**src/hw/mdmio_consts.svh**
```systemverilog
/*
  Offsets, field positions, reset values and timing counts of the modem adapter I/O block.
  Assumes it is included by bare name from hw/.
*/
`ifndef MDMIO_CONSTS_SVH
`define MDMIO_CONSTS_SVH

// ----------------------------------------
// Relative port offsets
// ----------------------------------------
`define MDMIO_OFS_SERIAL_STATUS 2'h0
`define MDMIO_OFS_FORMAT_CTRL   2'h0
`define MDMIO_OFS_RX_DATA       2'h1
`define MDMIO_OFS_TX_DATA       2'h1
`define MDMIO_OFS_MODEM_STATUS  2'h2
`define MDMIO_OFS_TIMER_RATE    2'h2
`define MDMIO_OFS_MASK_LOAD     2'h3
`define MDMIO_OFS_LINE_CTRL     2'h3

// ----------------------------------------
// Field positions of the format/modem control register
// ----------------------------------------
`define MDMIO_BIT_ORIGINATE     0
`define MDMIO_BIT_ANSWER        1
`define MDMIO_BIT_CHAR_LEN_LO   2
`define MDMIO_BIT_CHAR_LEN_HI   3
`define MDMIO_BIT_NO_PARITY     4
`define MDMIO_BIT_PARITY_SENSE  5
`define MDMIO_BIT_STOP_COUNT    6
`define MDMIO_BIT_INT_ENABLE    7

// ----------------------------------------
// Modem status fields
// ----------------------------------------
`define MDMIO_BIT_RINGING       1
`define MDMIO_BIT_LINE_HOLD     4
`define MDMIO_BIT_TIMER_PULSE   7

// ----------------------------------------
// Line control fields
// ----------------------------------------
`define MDMIO_BIT_DTR           6

// ----------------------------------------
// Reset values and timing
// ----------------------------------------
`define MDMIO_RESET_BYTE        8'h00
`define MDMIO_LINE_HOLD_S       17
`define MDMIO_CLK_HZ            50000000

`endif

```
**src/hw/mdmio_pkg.sv**
```systemverilog
/*
  Types of the modem adapter I/O block.
  Assumes nothing of its surroundings.
*/
package mdmio_pkg;

  typedef enum logic [1:0] {
    DATA5,
    DATA6,
    DATA7,
    DATA8
  } mdmio_len_t;

  typedef enum logic [1:0] {
    LH_IDLE,
    LH_HOLD,
    LH_DONE
  } mdmio_lh_state_t;

endpackage

```
**src/hw/mdmio_fifo.sv**
```systemverilog
/*
  Transmit character FIFO, parameterised width and depth.
  Assumes one clock and a synchronised active-low reset.
*/
`timescale 1ns/1ps
module mdmio_fifo #(
  parameter int WIDTH = 8,
  parameter int DEPTH = 32
) (
  // Clock and reset
  input  wire logic             core_clk,
  input  wire logic             rstSync_n,
  input  wire logic             clkEn,
  // Fill side
  input  wire logic             inValid,
  input  wire logic [WIDTH-1:0] inData,
  output logic                  inReady,
  // Drain side
  output logic                  outValid,
  output logic [WIDTH-1:0]      outData,
  input  wire logic             outReady
);
  localparam int AW = $clog2(DEPTH);

  logic [WIDTH-1:0] mem [DEPTH];
  logic [AW-1:0]    wrPtr;
  logic [AW-1:0]    rdPtr;
  logic [AW:0]      count;
  logic             doWr;
  logic             doRd;

  assign inReady  = (count != DEPTH[AW:0]);
  assign outValid = (count != '0);
  assign outData  = mem[rdPtr];
  assign doWr     = clkEn && inValid && inReady;
  assign doRd     = clkEn && outValid && outReady;

  always_ff @(posedge core_clk or negedge rstSync_n) begin
    if (!rstSync_n) begin
      wrPtr <= '0;
      rdPtr <= '0;
      count <= '0;
    end else begin
      if (doWr) begin
        wrPtr <= (wrPtr == AW'(DEPTH - 1)) ? '0 : wrPtr + 1'b1;
      end
      if (doRd) begin
        rdPtr <= (rdPtr == AW'(DEPTH - 1)) ? '0 : rdPtr + 1'b1;
      end
      count <= count + (AW+1)'(doWr) - (AW+1)'(doRd);
    end
  end

  always_ff @(posedge core_clk) begin
    if (doWr) begin
      mem[wrPtr] <= inData;
    end
  end
endmodule

```
**src/hw/mdmio_regs.sv**
```systemverilog
/*
  Host-visible I/O register bank of a bus-attached FSK modem adapter.
  Assumes bus strobes, address and data are synchronous to core_clk and last one cycle.
*/
// What this block does
// Character: start, 5-8 data, parity, stops
// Format set by control bits 2-6
// Five output registers, mask/line control share address
// Low control bits, line bits drive modem
// Bit7 interrupt, 2-6 format, 0-1 modem
// Software writes whole control byte at once
// Originate/answer inverted toward modem chip
// Originate bit selects originate, closes relay
// Software pulses originate, then clears it
// Line hold releases after 17 seconds
// Relay closed by originate or line hold
// Held originate defeats automatic disconnect
// Ring status separate from answer bit
// Answer bit selects answer mode, holds line
// Software holds bits at least 51 ms
// Held answer keeps line off hook
// Length bits decode to 5-8 data bits
// No-parity bit drops parity bit
// Rate write; input-3 read loads mask
// Written one activates its function
// Parity sense: 0 odd, 1 even
// Stop bit: 0 one, 1 two/1.5
// Bit 7 enables bus interrupt requests
// Software polls buffer empty before writing
// Length field: bit 2 is LSB
// Reset clears output registers, sets the two modem lines high
`timescale 1ns/1ps
`include "mdmio_consts.svh"
module mdmio_regs #(
  parameter int  FIFO_DEPTH = 32,
  parameter int  HOLD_CYCLES = `MDMIO_LINE_HOLD_S * `MDMIO_CLK_HZ
) (
  // Clock, reset, enable
  input  wire logic       core_clk,
  input  wire logic       rst_n,
  input  wire logic       clkEn,
  // Parallel bus I/O cycles
  input  wire logic [1:0] ioAddr,
  input  wire logic       ioWrite,
  input  wire logic       ioRead,
  input  wire logic [7:0] ioWrData,
  output logic [7:0]      ioRdData,
  // Status sources
  input  wire logic [7:0] serialStatus,
  input  wire logic [7:0] rxData,
  input  wire logic [7:0] modemStatusIn,
  input  wire logic       lineHoldIn,
  // Transmit character stream
  output logic            txValid,
  output logic [7:0]      txData,
  input  wire logic       txReady,
  // Modem chip and line
  output logic            originateLine_n,
  output logic            answerLine_n,
  output logic [6:0]      lineControl,
  output logic            auxOut3,
  output logic            lineRelay,
  output logic            lineHold,
  // Serial format and interrupt
  output logic [3:0]      dataBits,
  output logic            parityEnable,
  output logic            parityEven,
  output logic            twoStop,
  output logic            halfStop,
  output logic            intEnable,
  output logic [7:0]      rateDivisor,
  output logic [7:0]      interruptMask
);
  // ----------------------------------------
  // Reset synchroniser
  // ----------------------------------------
  logic rstMeta_n;
  logic rstSync_n;
  always_ff @(posedge core_clk or negedge rst_n) begin
    if (!rst_n) begin
      rstMeta_n <= 1'b0;
      rstSync_n <= 1'b0;
    end else begin
      rstMeta_n <= 1'b1;
      rstSync_n <= rstMeta_n;
    end
  end

  // ----------------------------------------
  // State
  // ----------------------------------------
  typedef struct packed {
    logic [7:0]                formatCtrl;
    logic [7:0]                rate;
    logic [7:0]                mask;
    logic [7:0]                lineCtrl;
    logic [7:0]                rdData;
    logic [31:0]               holdCount;
    mdmio_pkg::mdmio_lh_state_t lhState;
    logic                      relay;
    logic                      hold;
    logic [3:0]                bits;
    logic                      orgN;
    logic                      ansN;
    logic                      parEn;
    logic                      half;
  } mdmio_state_t;

  mdmio_state_t st;
  mdmio_state_t next_st;

  logic fifoInReady;
  logic fifoInValid;

  function automatic logic [3:0] decodeLen(input logic [1:0] f);
    unique case (mdmio_pkg::mdmio_len_t'(f))
      mdmio_pkg::DATA5: decodeLen = 4'h5;
      mdmio_pkg::DATA6: decodeLen = 4'h6;
      mdmio_pkg::DATA7: decodeLen = 4'h7;
      mdmio_pkg::DATA8: decodeLen = 4'h8;
    endcase
  endfunction

  logic wrCtrl;
  logic wrTx;
  logic wrRate;
  logic wrLine;
  logic rdMask;
  assign wrCtrl = ioWrite && (ioAddr == `MDMIO_OFS_FORMAT_CTRL);
  assign wrTx   = ioWrite && (ioAddr == `MDMIO_OFS_TX_DATA);
  assign wrRate = ioWrite && (ioAddr == `MDMIO_OFS_TIMER_RATE);
  assign wrLine = ioWrite && (ioAddr == `MDMIO_OFS_LINE_CTRL);
  assign rdMask = ioRead && (ioAddr == `MDMIO_OFS_MASK_LOAD);
  // Writes beyond a full FIFO are dropped; software polls empty first
  assign fifoInValid = wrTx;

  always_comb begin
    logic orgBit;
    logic ansBit;
    next_st = st;
    orgBit  = 1'b0;
    ansBit  = 1'b0;
    if (wrCtrl) begin
      next_st.formatCtrl = ioWrData;
    end
    if (wrRate) begin
      next_st.rate = ioWrData;
    end
    if (rdMask) begin
      next_st.mask = st.rate;
    end
    if (wrLine) begin
      next_st.lineCtrl = ioWrData;
    end
    if (ioRead) begin
      unique case (ioAddr)
        `MDMIO_OFS_SERIAL_STATUS: next_st.rdData = serialStatus;
        `MDMIO_OFS_RX_DATA:       next_st.rdData = rxData;
        `MDMIO_OFS_MODEM_STATUS: begin
          // Ringing stays the chip's input, never the answer bit
          next_st.rdData = modemStatusIn;
          next_st.rdData[`MDMIO_BIT_LINE_HOLD] = st.hold;
        end
        `MDMIO_OFS_MASK_LOAD:     next_st.rdData = `MDMIO_RESET_BYTE;
      endcase
    end
    orgBit = st.formatCtrl[`MDMIO_BIT_ORIGINATE];
    ansBit = st.formatCtrl[`MDMIO_BIT_ANSWER];
    // Line hold window opened by lineHoldIn alone, bounded in time
    unique case (st.lhState)
      mdmio_pkg::LH_IDLE: begin
        if (lineHoldIn) begin
          next_st.lhState   = mdmio_pkg::LH_HOLD;
          next_st.holdCount = '0;
        end
      end
      mdmio_pkg::LH_HOLD: begin
        if (!lineHoldIn) begin
          next_st.lhState = mdmio_pkg::LH_IDLE;
        end else if (st.holdCount == 32'(HOLD_CYCLES - 1)) begin
          next_st.lhState = mdmio_pkg::LH_DONE;
        end else begin
          next_st.holdCount = st.holdCount + 32'h0000_0001;
        end
      end
      mdmio_pkg::LH_DONE: begin
        if (!lineHoldIn) begin
          next_st.lhState = mdmio_pkg::LH_IDLE;
        end
      end
    endcase
    next_st.hold  = lineHoldIn && (next_st.lhState == mdmio_pkg::LH_HOLD);
    // Control bits in parallel with line hold; held bit defeats disconnect
    next_st.relay = orgBit || ansBit || next_st.hold;
    next_st.bits  = decodeLen(st.formatCtrl[3:2]);
    // Outputs leave straight from flip-flops, so derive them from the next value
    next_st.orgN  = ~next_st.formatCtrl[`MDMIO_BIT_ORIGINATE];
    next_st.ansN  = ~next_st.formatCtrl[`MDMIO_BIT_ANSWER];
    next_st.parEn = ~next_st.formatCtrl[`MDMIO_BIT_NO_PARITY];
    next_st.half  = next_st.formatCtrl[`MDMIO_BIT_STOP_COUNT]
                    && (next_st.formatCtrl[3:2] == 2'b00);
  end

  always_ff @(posedge core_clk or negedge rstSync_n) begin
    if (!rstSync_n) begin
      st      <= '0;
      // Modem control lines idle high, so the line stays released
      st.orgN <= 1'b1;
      st.ansN <= 1'b1;
    end else if (clkEn) begin
      st <= next_st;
    end
  end

  // ----------------------------------------
  // Transmit FIFO
  // ----------------------------------------
  logic fifoOutValid;
  logic [7:0] fifoOutData;
  logic txValidQ;
  logic [7:0] txDataQ;
  logic takeOut;
  assign takeOut = fifoOutValid && (!txValidQ || txReady);

  mdmio_fifo #(.WIDTH(8), .DEPTH(FIFO_DEPTH)) u_fifo (
    .core_clk  (core_clk),
    .rstSync_n (rstSync_n),
    .clkEn     (clkEn),
    .inValid   (fifoInValid),
    .inData    (ioWrData),
    .inReady   (fifoInReady),
    .outValid  (fifoOutValid),
    .outData   (fifoOutData),
    .outReady  (takeOut)
  );

  always_ff @(posedge core_clk or negedge rstSync_n) begin
    if (!rstSync_n) begin
      txValidQ <= 1'b0;
      txDataQ  <= 8'h00;
    end else if (clkEn) begin
      if (takeOut) begin
        txValidQ <= 1'b1;
        txDataQ  <= fifoOutData;
      end else if (txReady) begin
        txValidQ <= 1'b0;
      end
    end
  end

  // ----------------------------------------
  // Outputs
  // ----------------------------------------
  assign txValid         = txValidQ;
  assign txData          = txDataQ;
  assign ioRdData        = st.rdData;
  assign originateLine_n = st.orgN;
  assign answerLine_n    = st.ansN;
  assign lineControl     = st.lineCtrl[6:0];
  assign auxOut3         = st.lineCtrl[7];
  assign lineRelay       = st.relay;
  assign lineHold        = st.hold;
  assign dataBits        = st.bits;
  assign parityEnable    = st.parEn;
  assign parityEven      = st.formatCtrl[`MDMIO_BIT_PARITY_SENSE];
  assign twoStop         = st.formatCtrl[`MDMIO_BIT_STOP_COUNT];
  assign halfStop        = st.half;
  assign intEnable       = st.formatCtrl[`MDMIO_BIT_INT_ENABLE];
  assign rateDivisor     = st.rate;
  assign interruptMask   = st.mask;

  // ----------------------------------------
  // Assertions
  // ----------------------------------------
  property p_ctrl_write;
    @(posedge core_clk) disable iff (!rstSync_n)
      (clkEn && wrCtrl) |=> (intEnable == $past(ioWrData[7]));
  endproperty
  a_ctrl_write: assert property (p_ctrl_write) else $error("control write lost");

  property p_invert;
    @(posedge core_clk) disable iff (!rstSync_n)
      (clkEn && wrCtrl) |=> (originateLine_n == !$past(ioWrData[0]))
                         && (answerLine_n == !$past(ioWrData[1]));
  endproperty
  a_invert: assert property (p_invert) else $error("control lines not inverted");

  property p_mask_load;
    @(posedge core_clk) disable iff (!rstSync_n)
      (clkEn && rdMask && !wrRate) |=> (interruptMask == $past(rateDivisor));
  endproperty
  a_mask_load: assert property (p_mask_load) else $error("mask not loaded from rate");

  property p_relay;
    @(posedge core_clk) disable iff (!rstSync_n)
      clkEn && $past(clkEn) && (!originateLine_n || !answerLine_n) |=> lineRelay;
  endproperty
  a_relay: assert property (p_relay) else $error("relay open with control set");

  property p_len;
    @(posedge core_clk) disable iff (!rstSync_n)
      (clkEn && wrCtrl && ioWrData[3:2] == 2'b11) ##1 clkEn |=> (dataBits == 4'h8);
  endproperty
  a_len: assert property (p_len) else $error("length decode wrong");

  property p_parity;
    @(posedge core_clk) disable iff (!rstSync_n)
      (clkEn && wrCtrl) |=> (parityEnable != $past(ioWrData[4]));
  endproperty
  a_parity: assert property (p_parity) else $error("no parity bit wrong");

  property p_line_ctrl;
    @(posedge core_clk) disable iff (!rstSync_n)
      (clkEn && wrLine) |=> (lineControl[6] == $past(ioWrData[6]));
  endproperty
  a_line_ctrl: assert property (p_line_ctrl) else $error("DTR not driven");

  property p_hold_bound;
    @(posedge core_clk) disable iff (!rstSync_n)
      st.holdCount <= 32'(HOLD_CYCLES);
  endproperty
  a_hold_bound: assert property (p_hold_bound) else $error("line hold overran");

  property p_parity_sense;
    @(posedge core_clk) disable iff (!rstSync_n)
      (clkEn && wrCtrl) |=> (parityEven == $past(ioWrData[5]));
  endproperty
  a_parity_sense: assert property (p_parity_sense) else $error("parity sense wrong");

  property p_stop;
    @(posedge core_clk) disable iff (!rstSync_n)
      (clkEn && wrCtrl) |=> (twoStop == $past(ioWrData[6]))
        && (halfStop == ($past(ioWrData[6]) && ($past(ioWrData[3:2]) == 2'b00)));
  endproperty
  a_stop: assert property (p_stop) else $error("stop count wrong");

  property p_len_all;
    @(posedge core_clk) disable iff (!rstSync_n)
      (clkEn && wrCtrl) ##1 (clkEn && !wrCtrl)
        |=> (dataBits == 4'h5 + 4'($past(ioWrData[3:2], 2)));
  endproperty
  a_len_all: assert property (p_len_all) else $error("length field order wrong");

  property p_rate_write;
    @(posedge core_clk) disable iff (!rstSync_n)
      (clkEn && wrRate) |=> (rateDivisor == $past(ioWrData));
  endproperty
  a_rate_write: assert property (p_rate_write) else $error("rate write lost");

  property p_mask_hold;
    @(posedge core_clk) disable iff (!rstSync_n)
      (clkEn && !rdMask) |=> (interruptMask == $past(interruptMask));
  endproperty
  a_mask_hold: assert property (p_mask_hold) else $error("mask changed without load");

  property p_line_aux;
    @(posedge core_clk) disable iff (!rstSync_n)
      (clkEn && wrLine) |=> (lineControl == $past(ioWrData[6:0]))
        && (auxOut3 == $past(ioWrData[7]));
  endproperty
  a_line_aux: assert property (p_line_aux) else $error("line control byte lost");

  property p_status_read;
    @(posedge core_clk) disable iff (!rstSync_n)
      (clkEn && ioRead && ioAddr == `MDMIO_OFS_MODEM_STATUS)
        |=> (ioRdData[1] == $past(modemStatusIn[1])) && (ioRdData[4] == $past(lineHold));
  endproperty
  a_status_read: assert property (p_status_read) else $error("modem status wrong");

  property p_relay_follow;
    @(posedge core_clk) disable iff (!rstSync_n)
      (clkEn && originateLine_n && answerLine_n) |=> (lineRelay == lineHold);
  endproperty
  a_relay_follow: assert property (p_relay_follow) else $error("relay not from line hold");

  property p_hold_drop;
    @(posedge core_clk) disable iff (!rstSync_n)
      (clkEn && !lineHoldIn) |=> !lineHold;
  endproperty
  a_hold_drop: assert property (p_hold_drop) else $error("line hold outlived modem");

  c_dial:   cover property (@(posedge core_clk) disable iff (!rstSync_n) wrCtrl && ioWrData[0]);
  c_answer: cover property (@(posedge core_clk) disable iff (!rstSync_n) lineRelay && !answerLine_n);
  c_mask:   cover property (@(posedge core_clk) disable iff (!rstSync_n) rdMask);
  c_full:   cover property (@(posedge core_clk) disable iff (!rstSync_n) !fifoInReady);
  c_expire: cover property (@(posedge core_clk) disable iff (!rstSync_n) lineHoldIn && !lineHold);
endmodule

```
**config.mk**
```make
export PLATFORM = sky130hd
export DESIGN_NAME = mdmio_regs
export DESIGN_NICKNAME = d
export VERILOG_FILES = /design/src/hw/mdmio_pkg.sv /design/src/hw/mdmio_fifo.sv /design/src/hw/mdmio_regs.sv
export VERILOG_INCLUDE_DIRS = /design/src /design/src/hw
export SDC_FILE = /design/constraint.sdc
export NUM_CORES = 1
export LEC_CHECK = 0
export BUFFER_PORTS_ARGS = -buffer_cell sky130_fd_sc_hd__buf_2
export CORE_MARGIN = 3
export CORE_UTILIZATION = 45
export DETAILED_ROUTE_END_ITERATION = 10
export HOLD_SLACK_MARGIN = 0.05
export SLEW_MARGIN = 40
export SYNTH_ARGS = -nofsm -noshare
export SYNTH_HDL_FRONTEND = slang
export SYNTH_SLANG_ARGS = --single-unit
export TNS_END_PERCENT = 50
```
**constraint.sdc**
```tcl
create_clock -name core_clk -period 4.55 [get_ports core_clk]
set_input_delay 0.2275 -clock core_clk [delete_from_list [all_inputs] [get_ports core_clk]]
set_output_delay 0.2275 -clock core_clk [all_outputs]
set_load 0.1 [all_outputs]
```
==> run metrics <==
xor/xnor share of the synthesized area 0.00733; CTS Buf Count 39; clk_lat worst skew 0.52 ns; relative slew slack 0.447; Iteration-0 DRC Markers about 620; Crit Path Max Fanout 23; Lkg Pwr ~0.0064 uW; commonest non-fill, non-tap cell in the layout edfxtp_1; Post-synth EDFFs between 200 and 300; io pins 95; average wire per standard cell roughly 21 um; CP max-delay cell nand2_1; H-tree levels 2; total grt overflow 0; PwrDens about 590 nW/um2; status completed; Hold Crit Class in -> reg; Starting Density 0.460; #FFs+latches synth roughly 370; clock buffer depth 3; Arr. time, crit path approximately 3.6 ns; Worst Setup Start Kind flop; Clock Pin Slew Worst Setup and Hold Paths ~0.060 ns; slowest cell delay on critical path just under 0.6 ns; Compound-Gate Fraction of Synth Area 0.0516; RSZ-0062 raised after global routing no; peak supply drop between 0.4 and 0.5 mV; reg2reg end u_fifo.count[4]$_DFF_PN0_; WS Path Type reg -> reg; Synth Area per Inst approximately 16 um2; post-layout minimum cycle time approximately 3.2 ns; CTS tree yes; mux share of post-synthesis cell area 0.129; CP endpoint kind flop; gr usage total 0.183; Die Wd approximately 190 um; clock sinks 367; DRT Pass-1 Iters 5; initial antenna violation count 4; placed insts about 1500; Yosys cell types a little over 60; root buffer cell clkbuf_16; post-synthesis sequential area ratio 0.674; Layout Nets 1132; CP cell instances inv_1 -> ha_1 -> nor3b_1 -> a21oi_1 -> nand2_1 -> inv_1 -> ha_1 -> inv_1 -> ha_1 -> inv_1 -> fa_1 -> inv_1 -> a21oi_1 -> nor2_1 -> nor2_1 -> xnor2_1; # Post-CTS Setup Buffers 0; cell count after synthesis approximately 1000; CP Depth 16; Synth Flop Type edfxtp_1; Top delay family on crit path adder cells; vias in the first global route 8877; Synth Warn # 0; data required time of the worst path ~5.0 ns; DIE AREA around 37000 um2; largest net degree at the start of global routing 43; port buffer count between 90 and 100; Setup Viol. Count Final 0; # resized after CTS 0; worst hold path endpoint st[10]$_DFFE_PN0P_; part of the cycle the worst path needs 0.696; Most common cell on crit path inv_1; vias 8613; Crit path buffers/inverters 5; most frequent cells in the layout edfxtp_1 (256), dfrtp_1 (106), buf_2 (93); hold wc startpoint lineHoldIn; FF-to-FF path depth 16; Routed Antenna Nets 0; ys async rst share 0.302; Clock Skews 0.0199 ns; post-route insts no fill around 1500; Core Box Area approximately 34000 um2; Vias per Instance 5.57; worst r2r src u_fifo.count[2]$_DFF_PN0_; final WL 32.7 mm; placed wire-length estimate approximately 20 mm; main combinational cell family by area after synthesis multiplexers; setup_tns 0 ns; fill count roughly 2800; layout cells sized above 1 0.257; hold path cells 3; drt drc 0; Synth Cell Area between 15000 and 20000 um2; final core utilization 0.519; Worst-Margin Slew around 0.83 ns; maximum clock frequency between 300 and 400 MHz; area share of and/or/nand/nor cells after synthesis 0.0799; Crit. Startpoint u_fifo.count[2]$_DFF_PN0_; hold buffers post-CTS 10; Final Hold Vio Count 0; reg-to-reg setup timing slack roughly 1.4 ns; final number of max-transition violations 0; Die H 192 um; Area Growth Syn to Fin 13.0%; Max-Cap Viols 0; syn nets 1061; final hold slack around 0.13 ns; Rows 67; Post-Synth Adder-Cell Area 0.0206; global-route wire length before repair 51.6 mm; Final Wtd Congestion slightly below 0.8
==> kinds of logic after synthesis <==
group | after synthesis
mux | 115
fa+ha+maj | 25
flops | 367
buf+inv | 104
xor+xnor | 13
compound gates | 132
other cells | 1
simple gates | 238
==> Yosys cell counts (3+ instances only) <==
cell / n / area share
mux2i_1: 13 / 0.0084
ha_1: 24 / 0.019
a31oi_1: 5 / 0.0020
inv_1: 23 / 0.0056
clkbuf_1: 25 / 0.0060
and2_1: 9 / 0.0036
nor3b_1: 3 / 0.0015
buf_1: 6 / 0.0015
nor2b_1: 3 / 0.0012
buf_4: 39 / 0.019
or4_1: 18 / 0.0087
o21ai_0: 23 / 0.0074
nand4_1: 15 / 0.0060
nand2b_1: 6 / 0.0024
xor2_1: 6 / 0.0034
and3_1: 10 / 0.0040
nand3_1: 19 / 0.0061
a31o_2: 4 / 0.0023
xnor2_1: 7 / 0.0039
nor3_1: 4 / 0.0013
nand2_1: 51 / 0.012
or3_1: 7 / 0.0028
nor2_1: 71 / 0.017
nand3b_1: 4 / 0.0019
o31ai_1: 8 / 0.0039
buf_2: 7 / 0.0023
a21oi_1: 37 / 0.012
edfxtp_1: 256 / 0.50
o21ai_1: 3 / 0.00097
dfrtp_1: 109 / 0.18
nor4_1: 3 / 0.0012
o22ai_1: 34 / 0.014
mux4_2: 64 / 0.093
mux2_2: 38 / 0.028
o211ai_1: 6 / 0.0029
and4_1: 6 / 0.0034
==> cell type report <==
class                           count  area (um2)  share of cell area
Inverter                           24        90.1             0.00514
Sequential cell                   367       10500               0.597
Multi-Input combinational cell    524        4510               0.257
Clock inverter                     17         140             0.00799
Clock buffer                       55        1130              0.0644
Timing Repair Buffer              110         631              0.0360
Tap cell                          448         561              0.0320
Antenna cell                        1        2.50            0.000143
==> state kept, by name, indices dropped and copies added (netlist names), 4 cells and up <==
signal / count
u_fifo.mem: 256
st: 39
interruptMask: 8
ioRdData: 8
rateDivisor: 8
txData: 8
lineControl: 7
u_fifo.count: 6
u_fifo.rdPtr: 5
u_fifo.wrPtr: 5
dataBits: 4
==> worst max path at each step <==
stage	to	slack, ns
final	u_fifo.count[4]$_DFF_PN0_	1.38
after global placement	u_fifo.count[4]$_DFF_PN0_	1.30
after detailed placement	u_fifo.count[5]$_DFF_PN0_	1.27
after CTS	u_fifo.count[4]$_DFF_PN0_	1.33
after floorplan	auxOut3$_DFFE_PN0P_	1.23
after global routing	u_fifo.count[4]$_DFF_PN0_	0.98
==> where the power goes <==
part / internal [uW] / total (uW) / switching, uW
Clock: 1850 / 3120 / 1270
Combinational: 1030 / 2990 / 1970
Sequential: 3830 / 4200 / 367
Total: 6710 / 10300 / 3610
==> through the flow <==
stage	power [uW]	cell area (um2)	worst slack (ns)
2_1_floorplan	6700	15500	1.23
3_3_place_gp	7240	16100	1.30
3_5_place_dp	7280	16100	1.27
4_1_cts	10400	17500	1.33
5_1_grt	10800	17500	0.981
6_report	10300	17500	1.38
==> worst min-delay path, stage by stage <==
cell	delay (ns)
buf_2	0.15
a31oi_1	0.13
o21ai_0	0.08
==> metal layers <==
layer  global-route usage  part of all wire  vias up
met5                    0           0.00040        -
met4               0.0406             0.016        2
met3               0.0314             0.046       43
met2                0.281              0.45      226
met1                0.275              0.48     4383
li1                     -                 -     3959
No activity file was read; power rests on OpenSTA's default activity.
